**config.mk**
```make
export PLATFORM = sky130hd
export DESIGN_NAME = ccpc_top
export DESIGN_NICKNAME = d
export VERILOG_FILES = /design/src/ccpc_pkg.sv /design/src/ccpc_stretch.sv /design/src/ccpc_top.sv
export SDC_FILE = /design/constraint.sdc
export NUM_CORES = 1
export LEC_CHECK = 0
export BUFFER_PORTS_ARGS = -buffer_cell sky130_fd_sc_hd__buf_2
export CAP_MARGIN = 40
export CELL_PAD_IN_SITES_DETAIL_PLACEMENT = 1
export CELL_PAD_IN_SITES_GLOBAL_PLACEMENT = 1
export CORE_ASPECT_RATIO = 1.5
export CORE_MARGIN = 5
export CORE_UTILIZATION = 41
export CTS_BUF_LIST = sky130_fd_sc_hd__clkbuf_2
export DETAILED_ROUTE_END_ITERATION = 12
export GPL_ROUTABILITY_DRIVEN = 1
export PLACE_DENSITY = 0.79
export SYNTH_ARGS = -nofsm -noshare
export SYNTH_HDL_FRONTEND = slang
export SYNTH_SLANG_ARGS = --single-unit
```
**constraint.sdc**
```tcl
create_clock -name clock_i -period 2.5 [get_ports clock_i]
set_clock_uncertainty 0.15 [all_clocks]
set_input_delay 0.25 -clock clock_i [delete_from_list [all_inputs] [get_ports clock_i]]
set_output_delay 0.25 -clock clock_i [all_outputs]
set_load 0.05 [all_outputs]
```
**src/ccpc_pkg.sv**
```systemverilog
/*
 * package for the cpu clock and power control unit: register offsets, field
 * positions, reset values, key byte, wake-up warm-up counts and the carriers.
 * assumes nothing of its surroundings; every use is written ccpc_pkg::name.
 */
package ccpc_pkg;

    // register indices; the bus byte address is index times four
    localparam logic [7:0] REG_IDX_POWER   = 8'h87;
    localparam logic [7:0] REG_IDX_WAIT    = 8'h8e;
    localparam logic [7:0] REG_IDX_WAKE    = 8'h91;
    localparam logic [7:0] REG_IDX_DIV     = 8'he5;
    localparam logic [7:0] REG_IDX_CMD     = 8'he6;
    localparam logic [7:0] REG_IDX_STATUS  = 8'hf0;
    localparam int         ADDR_W          = 10;

    // memory_wait_config fields
    localparam int         PROG_WAIT_LSB   = 4;
    localparam int         WR_STRETCH_BIT  = 3;
    localparam int         DATA_WAIT_LSB   = 0;
    localparam logic [2:0] PROG_WAIT_RST   = 3'h7;
    localparam logic [2:0] DATA_WAIT_RST   = 3'h1;
    localparam logic [2:0] WR_STRETCH_CYC  = 3'h1;

    // cpu_clock_divider and commit key
    localparam logic [2:0] DIV_RST         = 3'h7;
    localparam logic [7:0] COMMIT_KEY      = 8'h69;

    // power_mode_control fields
    localparam int         IDLE_BIT        = 0;
    localparam int         STOP_BIT        = 1;
    localparam int         FLAG_BIT        = 2;
    localparam int         HSEL_BIT        = 3;
    localparam int         SERIAL_BIT      = 7;

    // wake-up warm-up figures, in oscillator and slow rc cycles
    localparam int         WARM_XTAL_FAST  = 2048;
    localparam int         WARM_RC_FAST    = 64;
    localparam int         WARM_SLOW       = 5;
    localparam int         WARM_W          = 12;

    typedef enum logic [1:0] {
        CCPC_RUN,
        CCPC_IDLE,
        CCPC_STOP,
        CCPC_WARM
    } ccpc_mode_t;

    // avalon request bundle
    typedef struct packed {
        logic [ADDR_W-1:0] address;
        logic              read;
        logic              write;
        logic [31:0]       writedata;
        logic [3:0]        byteenable;
    } ccpc_bus_req_t;

    // memory access strobes from the core
    typedef struct packed {
        logic prog_read;
        logic data_read;
        logic data_write;
    } ccpc_mem_req_t;

endpackage : ccpc_pkg

```
**src/ccpc_stretch.sv**
```systemverilog
/*
 * memory access stretcher: holds a ready pulse back by a programmed number
 * of extra cycles after a start strobe.
 * assumes the start strobe comes from logic on the same clock.
 */
`timescale 1ns/10ps
module ccpc_stretch #(
    parameter int W = 3
) (
    input  wire logic         clock_i,
    input  wire logic         rst_n_i,
    input  wire logic         start_i,
    input  wire logic [W-1:0] extra_i,
    output logic              busy_o,
    output logic              done_o
);

    typedef struct packed {
        logic [W-1:0] cnt;
        logic         busy;
        logic         done;
    } ccpc_st_t;

    ccpc_st_t s_q;
    ccpc_st_t s_d;

    // count down the extra cycles, then mark the access done
    always_comb begin
        s_d      = s_q;
        s_d.done = 1'b0;
        if (s_q.busy) begin
            if (s_q.cnt == '0) begin
                s_d.busy = 1'b0;
                s_d.done = 1'b1;
            end else begin
                s_d.cnt = s_q.cnt - 1'b1;
            end
        end else if (start_i) begin
            s_d.busy = 1'b1;
            s_d.cnt  = extra_i;
        end
    end

    always_ff @(posedge clock_i) begin
        if (!rst_n_i) begin
            s_q <= '0;
        end else begin
            s_q <= s_d;
        end
    end

    assign busy_o = s_q.busy;
    assign done_o = s_q.done;

endmodule : ccpc_stretch

```
**src/ccpc_top.sv**
```systemverilog
/*
 * cpu clock and power control: cpu clock enable divider with keyed commit,
 * program and data memory wait stretching, idle and stop modes with port
 * wake-up, and the high address byte for register-pointer data accesses.
 * assumes an avalon-mm master on clock_i, core strobes on clock_i, and
 * port pins from outside that are synchronised here.
 */
`timescale 1ns/10ps
// Functional notes
// - program reads stretched by program wait field
// - stretch bit adds cycles to data writes
// - data reads stretched by data wait field
// - divider code k divides by 2^(7-k)
// - new divider held pending until commit
// - key 0x69 in command commits divider
// - high byte select picks port2 or zero
// - stop bit enters stop mode
// - idle bit enters idle mode
// - port1 pin wakes only when masked in
// - idle gates cpu, wakes on pins/interrupts
// - stop halts all, wakes on pins only
// - warm-up delay before resuming after wake
module ccpc_top #(
    parameter int WARM_XTAL = ccpc_pkg::WARM_XTAL_FAST + ccpc_pkg::WARM_SLOW,
    parameter int WARM_RC   = ccpc_pkg::WARM_RC_FAST + ccpc_pkg::WARM_SLOW
) (
    input  wire logic                           clock_i,
    input  wire logic                           rst_n_i,
    input  wire ccpc_pkg::ccpc_bus_req_t        bus_i,
    output logic [31:0]                         readdata_o,
    output logic                                waitrequest_o,
    input  wire ccpc_pkg::ccpc_mem_req_t        mem_i,
    output logic                                prog_ready_o,
    output logic                                data_ready_o,
    input  wire logic [7:0]                     port2_output_register_i,
    output logic [7:0]                          xdata_high_o,
    input  wire logic [7:0]                     port0_pins_i,
    input  wire logic [7:0]                     port1_pins_i,
    input  wire logic                           irq_event_i,
    input  wire logic                           osc_is_rc_i,
    output logic                                cpu_clk_en_o,
    output logic                                periph_run_o,
    output logic                                osc_run_o,
    output logic [1:0]                          mode_o
);

    typedef struct packed {
        logic [7:0]           wait_cfg;
        logic [2:0]           div_pend;
        logic [2:0]           div_act;
        logic [7:0]           power;
        logic [7:0]           wake_mask;
        logic [6:0]           div_cnt;
        logic                 cpu_en;
        ccpc_pkg::ccpc_mode_t mode;
        logic [ccpc_pkg::WARM_W-1:0] warm;
        logic                 ack;
        logic [31:0]          rdata;
        logic [7:0]           p0_s1;
        logic [7:0]           p0_s2;
        logic [7:0]           p0_old;
        logic [7:0]           p1_s1;
        logic [7:0]           p1_s2;
        logic [7:0]           p1_old;
        logic [7:0]           xhigh;
        logic                 periph;
        logic                 osc;
    } ccpc_state_t;

    ccpc_state_t s_q;
    ccpc_state_t s_d;

    logic prog_busy;
    logic prog_done;
    logic data_busy;
    logic data_done;
    logic rd_done;
    logic wr_done;
    logic wr_busy;
    logic rd_busy;

    localparam int ADDRW = ccpc_pkg::ADDR_W;

    // division ratio as a mask of divider count bits
    function automatic logic [6:0] div_mask(input logic [2:0] code);
        return 7'(7'h7f >> code);
    endfunction : div_mask

    // read value of a register index, reserved bits as zero
    function automatic logic [7:0] reg_read(input logic [ADDRW-1:0] a,
                                           input ccpc_state_t s);
        logic [7:0] v;
        v = 8'h00;
        case (a[9:2])
            ccpc_pkg::REG_IDX_POWER:  v = s.power & 8'h8f;
            ccpc_pkg::REG_IDX_WAIT:   v = s.wait_cfg & 8'h7f;
            ccpc_pkg::REG_IDX_WAKE:   v = s.wake_mask;
            ccpc_pkg::REG_IDX_DIV:    v = {5'h00, s.div_pend};
            ccpc_pkg::REG_IDX_STATUS: v = {3'h0, s.div_act, 2'(s.mode)};
            default:                  v = 8'h00;   // command reg reads zero
        endcase
        return v;
    endfunction : reg_read

    // program memory stretch by field count
    ccpc_stretch #(.W(3)) u_prog (
        .clock_i (clock_i),
        .rst_n_i (rst_n_i),
        .start_i (mem_i.prog_read & s_q.cpu_en & ~prog_busy),
        .extra_i (s_q.wait_cfg[ccpc_pkg::PROG_WAIT_LSB +: 3]),
        .busy_o  (prog_busy),
        .done_o  (prog_done)
    );

    // data memory stretch: reads by field writes by stretch bit
    ccpc_stretch #(.W(3)) u_data (
        .clock_i (clock_i),
        .rst_n_i (rst_n_i),
        .start_i ((mem_i.data_read | mem_i.data_write) & s_q.cpu_en & ~data_busy),
        .extra_i (mem_i.data_read ? s_q.wait_cfg[ccpc_pkg::DATA_WAIT_LSB +: 3]
                  : (s_q.wait_cfg[ccpc_pkg::WR_STRETCH_BIT] ? ccpc_pkg::WR_STRETCH_CYC
                                                           : 3'h0)),
        .busy_o  (data_busy),
        .done_o  (data_done)
    );

    assign rd_done = 1'b0;
    assign wr_done = 1'b0;
    assign wr_busy = 1'b0;
    assign rd_busy = 1'b0;

    // next-state logic for registers, divider, modes and bus answer
    always_comb begin
        logic       wr;
        logic       rd;
        logic [7:0] wb;
        logic       p0_chg;
        logic       p1_chg;
        logic       pw_wr;
        logic [ccpc_pkg::WARM_W-1:0] warm_len;
        s_d      = s_q;
        wr       = bus_i.write & s_q.ack;   // lands at the edge that completes the access
        rd       = bus_i.read & ~s_q.ack;
        wb       = bus_i.writedata[7:0];
        pw_wr    = wr & bus_i.byteenable[0] & (bus_i.address[9:2] == ccpc_pkg::REG_IDX_POWER);
        p0_chg   = |(s_q.p0_s2 ^ s_q.p0_old);
        p1_chg   = |((s_q.p1_s2 ^ s_q.p1_old) & s_q.wake_mask);
        warm_len = osc_is_rc_i ? ccpc_pkg::WARM_W'(WARM_RC)
                               : ccpc_pkg::WARM_W'(WARM_XTAL);

        // pin synchronisers and change history
        s_d.p0_s1  = port0_pins_i;
        s_d.p0_s2  = s_q.p0_s1;
        s_d.p0_old = s_q.p0_s2;
        s_d.p1_s1  = port1_pins_i;
        s_d.p1_s2  = s_q.p1_s1;
        s_d.p1_old = s_q.p1_s2;

        // bus slave: one wait cycle, then ack
        s_d.ack = (bus_i.read | bus_i.write) & ~s_q.ack;
        if (rd) begin
            s_d.rdata = {24'h000000, reg_read(bus_i.address, s_q)};
        end
        if (wr && bus_i.byteenable[0]) begin
            case (bus_i.address[9:2])
                ccpc_pkg::REG_IDX_POWER: s_d.power = wb & 8'h8f;
                ccpc_pkg::REG_IDX_WAIT:  s_d.wait_cfg = wb & 8'h7f;
                ccpc_pkg::REG_IDX_WAKE:  s_d.wake_mask = wb;
                ccpc_pkg::REG_IDX_DIV:   s_d.div_pend = wb[2:0];   // held pending
                ccpc_pkg::REG_IDX_CMD: begin
                    if (wb == ccpc_pkg::COMMIT_KEY) begin
                        s_d.div_act = s_q.div_pend;
                    end   // other values ignored
                end
                default: ;
            endcase
        end

        // power mode sequencing
        case (s_q.mode)
            ccpc_pkg::CCPC_RUN: begin
                if (s_q.power[ccpc_pkg::STOP_BIT]) begin
                    s_d.mode = ccpc_pkg::CCPC_STOP;
                end else if (s_q.power[ccpc_pkg::IDLE_BIT]) begin
                    s_d.mode = ccpc_pkg::CCPC_IDLE;
                end
            end
            ccpc_pkg::CCPC_IDLE: begin
                if (p0_chg || p1_chg || irq_event_i) begin
                    s_d.mode = ccpc_pkg::CCPC_WARM;
                    s_d.warm = warm_len;
                    if (!pw_wr) begin   // a software write in the same cycle wins
                        s_d.power[ccpc_pkg::IDLE_BIT] = 1'b0;
                    end
                end
            end
            ccpc_pkg::CCPC_STOP: begin
                if (p0_chg || p1_chg) begin
                    s_d.mode = ccpc_pkg::CCPC_WARM;
                    s_d.warm = warm_len;
                    if (!pw_wr) begin   // a software write in the same cycle wins
                        s_d.power[ccpc_pkg::STOP_BIT] = 1'b0;
                    end
                end
            end
            ccpc_pkg::CCPC_WARM: begin
                if (s_q.warm == '0) begin
                    s_d.mode = ccpc_pkg::CCPC_RUN;
                end else begin
                    s_d.warm = s_q.warm - 1'b1;
                end
            end
            default: s_d.mode = ccpc_pkg::CCPC_RUN;
        endcase

        // cpu clock enable divider, dropped in the cycle the mode leaves run
        s_d.div_cnt = s_q.div_cnt + 7'h01;
        s_d.cpu_en  = 1'b0;
        if ((s_q.div_cnt & div_mask(s_q.div_act)) == 7'h00 && s_d.mode == ccpc_pkg::CCPC_RUN) begin
            s_d.cpu_en = 1'b1;
        end

        // idle keeps peripherals and oscillator, stop halts both
        s_d.periph = (s_d.mode != ccpc_pkg::CCPC_STOP);
        s_d.osc    = (s_d.mode != ccpc_pkg::CCPC_STOP);

        // high address byte for register-pointer data accesses
        s_d.xhigh = s_q.power[ccpc_pkg::HSEL_BIT] ? 8'h00 : port2_output_register_i;
    end

    // state register with documented reset values
    always_ff @(posedge clock_i) begin
        if (!rst_n_i) begin
            s_q          <= '0;
            s_q.wait_cfg <= {1'b0, ccpc_pkg::PROG_WAIT_RST, 1'b0, ccpc_pkg::DATA_WAIT_RST};
            s_q.div_pend <= ccpc_pkg::DIV_RST;
            s_q.div_act  <= ccpc_pkg::DIV_RST;
            s_q.power    <= 8'h08;   // high byte select resets to one
            s_q.mode     <= ccpc_pkg::CCPC_RUN;
            s_q.periph   <= 1'b1;
            s_q.osc      <= 1'b1;
        end else begin
            s_q <= s_d;
        end
    end

    // ready pulses registered once more so outputs come from flops
    logic prog_rdy_q;
    logic data_rdy_q;
    always_ff @(posedge clock_i) begin
        if (!rst_n_i) begin
            prog_rdy_q <= 1'b0;
            data_rdy_q <= 1'b0;
        end else begin
            prog_rdy_q <= prog_done;
            data_rdy_q <= data_done;
        end
    end

    assign readdata_o    = s_q.rdata;
    assign waitrequest_o = ~s_q.ack;
    assign prog_ready_o  = prog_rdy_q;
    assign data_ready_o  = data_rdy_q;
    assign xdata_high_o  = s_q.xhigh;
    assign cpu_clk_en_o  = s_q.cpu_en;
    assign periph_run_o  = s_q.periph;
    assign osc_run_o     = s_q.osc;
    assign mode_o        = 2'(s_q.mode);

endmodule : ccpc_top

```
* Word-level counts from Yosys, hierarchy flattened *
Cells that the tools add are included.

word-level totals
  bits in registers = 126
  word-level logic and storage cells = 124

operators by class
  add/sub/neg operators = 4
  equality and inequality tests = 16
  shift-type cells = 1
  multiplexer cells = 30
  bitwise gates (word level) = 19
  reduce and logical (&&, ||, !) cells = 26

operators by type and width
  cell                                                number
  == test 8 bit, second input constant                6
  case mux 8 bit (5 select lines)                     1
  case mux 12 bit (3 select lines)                    1
  two-way mux 14 bit                                  2
  two-way mux 12 bit                                  2
  two-way mux 4 bit                                   4
  AND reduction 2 bit                                 8
  OR reduction 8 bit                                  2
  bitwise XOR 8 bit                                   2
  zero test 12 bit                                    1
  two-way mux 2 bit                                   6
  inequality test 2 bit, second input constant        6
  subtractor 12 x 1 -> 12 bit, second input constant  1
  two-way mux 10 bit                                  1
  bitwise AND 1 bit                                   9
  two-way mux 3 bit                                   3
  bitwise AND 8 bit                                   1
  == test 8 x 7 -> 1 bit, second input constant       1
  two-way mux 1 bit                                   8
  two-way mux 8 bit                                   1
  case mux 2 bit (4 select lines)                     1
  adder 7 x 1 -> 7 bit, second input constant         1
  bitwise AND 7 bit                                   1
  zero test 7 bit                                     1
  other kinds (15)                                    26

* Logic depth before layout (Yosys ltp) *
  word-level depth = 10
  gate-level depth with buffers = 9
  mapped depth without buffers = 8

* By module *
A second synthesis with hierarchy kept.

unflattened totals
  cell total of the unflattened synthesis = 594
  area total of the unflattened synthesis = 5,475.3 µm²

by module, submodules not included
  module        times used  cells each  area an instance (µm²)
  ccpc_top      1           536         4,942.2
  ccpc_stretch  2           29          266.5

* Worst setup path after synthesis *
No wires, ideal clock.

  path kind = in2reg
  from = input port bus_i[43] in the netlist's numbering
  to = register s_q[113] in the netlist's numbering
  arrival = 1.751 ns
  data required time = 2.218 ns
  slack = 0.467 ns
  stages on the path = 8
  path buffers = 2
  path through = nand2b_4 -> or4b_1 -> buf_2 -> nor4b_4 -> buf_4 -> nand2_2 -> nand2_1 -> a21oi_1

on the way
  word-level cells in the longest chain between the ends = 2

RTL lines
  element                               line             source
  from (decl)                           ccpc_top.sv:29   input wire ccpc_pkg::ccpc_bus_req_t bus_i,
  == test 8 bit                         ccpc_top.sv:165  case (bus_i.address[9:2])
  AND reduction 2 bit (no source line)  -
  to (decl)                             ccpc_top.sv:70   ccpc_state_t s_q;

No other way between the ends.
A chain may end at the register's enable or synchronous reset.

* Worst setup path in the final report *
  from = input port bus_i[43] in the netlist's numbering
  to = register s_q[118] in the netlist's numbering

Same word-level chain as after synthesis.

==> results.yml <==
run_status:
  outcome: "finished, final reports clean"
cts:
  clockBufferDepth: 2
  htreeDepth: 4
  clock_sinks: 126
  cts_buffers: 17
  clk_pin_slew_worst_paths_ns: 0.20
  cts_tree: "done"
  cts_root_buffer: "clkbuf_2"
  post_cts_buffers: 0
  clock_latency_ns: 0.67
sta:
  finalCritPeriodShare_pct: 99.0
  relSlewSlack_pct: 47.9
  slew_violations: 0
  hold_viol_final: 0
  period_needed_ns: 2.47
  fmax_mhz: 404
  worstMarginPinSlew_ns: 0.776
  setup_viol: 0
floorplan:
  io_pins: 127
  core_um2: 12900
  start_util_pct: 41.4
  die_h_um: 150
  die_w_um: 103
  dieArea_um2: 15400
  core.rowCount: 51
synth:
  ys_async_sr_fraction_pct: 0
  synth-compound-area-share_pct: 12.4
  synthAdderAreaFrac_pct: 1.64
  synth_largest_area_cell: "dfxtp_1"
  muxShareOfSynthArea_pct: 1.34
  synth.top_cells.by_count: "126 x dfxtp_1, 62 x and2_1, 58 x nand2_1, 44 x buf_4, 39 x nor2_1"
  ys_seq_area_share_pct: 47.3
  ys.flop_type: "dfxtp_1"
  synth-edff-count: 0
  yosysMostFrequentCell: "dfxtp_1"
  synth_top_family_by_area: "simple AND/OR/NAND/NOR gates"
  synth_cells: 593
  yosys.area_share.simple_pct: 24.5
  yosysWarningCount: 0
  yosysTopAreaCellShare_pct: 47.3
  synth_seq_cells: 126
  synth_xor_area_share_pct: 4.10
  syn-cell-area_um2: 5340
  synth.area.top_cells: "dfxtp_1 47%, and2_1 7.3%, buf_4 6.2%"
  yosysUniqueCellTypes: 56
  avgSynthCellArea_um2: 9.00
drt:
  vias: 4496
  drc: 0
  dr.pass1.iters: 6
  drt_iter0_markers: 205
  drtAntennaViolNets: 0
  routed_via_density: 5.11
  wl_um: 14100
  wl_per_cell_um: 16.0
place:
  portBuffers: 73
  hpwl_um: 9800
  routabilityCongestion: 0.835
  post-place-cells: 800
setup_path:
  worstPathRequired_ns: 2.96
  path_max_fanout: 12
  path_class: "in2reg"
  crit_end: "s_q[118]"
  reg2reg_to: "s_q[100]"
  crit_arrival_ns: 2.93
  startpoint: "bus_i[43]"
  r2r_slack_ns: 0.22
  end_kind: "register"
  reg2reg_from: "s_q[39]"
  worst-r2r-cell-count: 8
  cp-start-kind: "primary input"
grt:
  grt_overflow: 0
  antenna_found_initial: 1
  grt_max_degree: 77
  grt_usage_pct: 18.4
  grt_pass1_wl_um: 22400
  first_global_vias: 4853
pwr:
  seq_power_share_pct: 55.4
  p_switching_uw: 1180
  p_int_uw: 2660
  power_density_nw_per_um2: 600
  total_power_uw: 3840
  peakVddDrop_mv: 0.312
  sw_frac_of_total_pct: 30.7
  clkPwrFrac_pct: 31.1
  p_leak_uw: 0.00274
  combPwrFrac_pct: 13.5
cells_and_area:
  areaGrowthSynthToFinish_pct: 20.1
  final_cells: 880
  layout-drive-gt1-share_pct: 18.2
  finalNetCount: 793
job:
  drv_cap: 0
hold_path:
  hp-class: "in2reg"
[cell type report]
type	instances	area [um^2]
fillers	1535	6480
flip-flops and latches	126	2520
multi-input cells	412	2450
repair buffers	137	963
well taps	159	199
clock inverters	14	135
clock buffers	18	90.1
inverters	13	48.8
diodes	1	2.50
[per-layer routing]
| layer | global-route usage, % | wire length, um | vias to the layer above |
|---|---|---|---|
| li1 | - | - | 2195 |
| met1 | 18.5 | 5240 | 2160 |
| met5 | 0 | 0 | - |
| met4 | 8.68 | 370 | 0 |
| met2 | 34.7 | 7860 | 113 |
| met3 | 4.15 | 615 | 28 |
[power by group through the flow]
stage,Sequential (uW),Combinational (uW),Clock [uW]
2_1_floorplan,2170,345,0
3_5_place_dp,2170,457,0
3_3_place_gp,2160,432,0
6_report,2130,518,1200
4_1_cts,2130,514,1250
5_1_grt,2140,568,1330
[worst max-delay path, stage by stage]
cell           delay (ns)
buf_2                0.14
nand2b_4             0.15
or4b_4               0.51
nor4b_4              0.31
dlygate4sd3_1        0.60
buf_4                0.19
nand3_1              0.09
dlygate4sd3_1        0.57
a21oi_1              0.12
[through the flow]
stage | utilization (%) | TNS [ns] | instance area [um^2] | hold slack, ns | worst slack, ns
2_1_floorplan | - | 0 | 5420 | 0.222 | 0.467
3_3_place_gp | 44.2 | 0 | 5700 | 0.267 | 0.269
3_5_place_dp | 44.2 | 0 | 5700 | 0.270 | 0.253
4_1_cts | 49.6 | 0 | 6390 | 0.00694 | 0.0738
5_1_grt | 49.7 | -0.00239 | 6410 | 0.0254 | -0.00239
6_report | 49.7 | 0 | 6410 | 0.0840 | 0.0250
[cells in the final DEF, fill, tap and decap left out, types with 7 or more instances in the layout]
master,count
ha_1,7
nor3_1,8
conb_1,24
nor4_1,7
buf_4,17
xor2_1,22
a22oi_1,16
buf_2,73
inv_1,12
o21ai_0,19
nand2_1,58
nor2_1,39
dfxtp_1,126
nand2b_1,10
and2_1,62
a21oi_1,34
dlygate4sd3_1,47
nand3_1,29
clkbuf_2,18
[worst min-delay path by stage]
stage | start | end | slack (ns) | cells past startpoint
after floorplan | port2_output_register_i[0] | xdata_high_o[0] | 0.22 | 1
after global placement | s_d[44] | s_d[36] | 0.27 | 1
after detailed placement | s_d[19] | s_d[11] | 0.27 | 1
after CTS | bus_i[45] | s_q[129] | 0.007 | 5
after global routing | bus_i[45] | s_q[129] | 0.03 | 5
final | bus_i[45] | s_q[129] | 0.08 | 5
[repair_timing]
action | 4_1_cts | 5_1_grt
endpoints found under the setup margin | 0 | 4
resized for setup | 0 | 2
endpoints found under the hold margin | 77 | 0
hold buffers | 47 | 0
[logic make-up after synthesis]
group	count (synthesis)
and+or+nand+nor	246
muxes	7
buffers and inverters	78
AOI/OAI and AO/OA	103
xor gates and xnor gates	25
adders and majority gates	7
DFF	126
other	1
[flip-flops by register name, summed over array words and instances (netlist names)]
register       count
u_prog.busy_o      1
xdata_high_o       8
s_q               62
readdata_o         8
cpu_clk_en_o       1
u_data.done_o      1
s_d               32
u_data.busy_o      1
mode_o             2
osc_run_o          1
u_prog.done_o      1
u_prog.s_q         3
u_data.s_q         3
prog_ready_o       1
data_ready_o       1
Power figures use the tool's default switching activity.
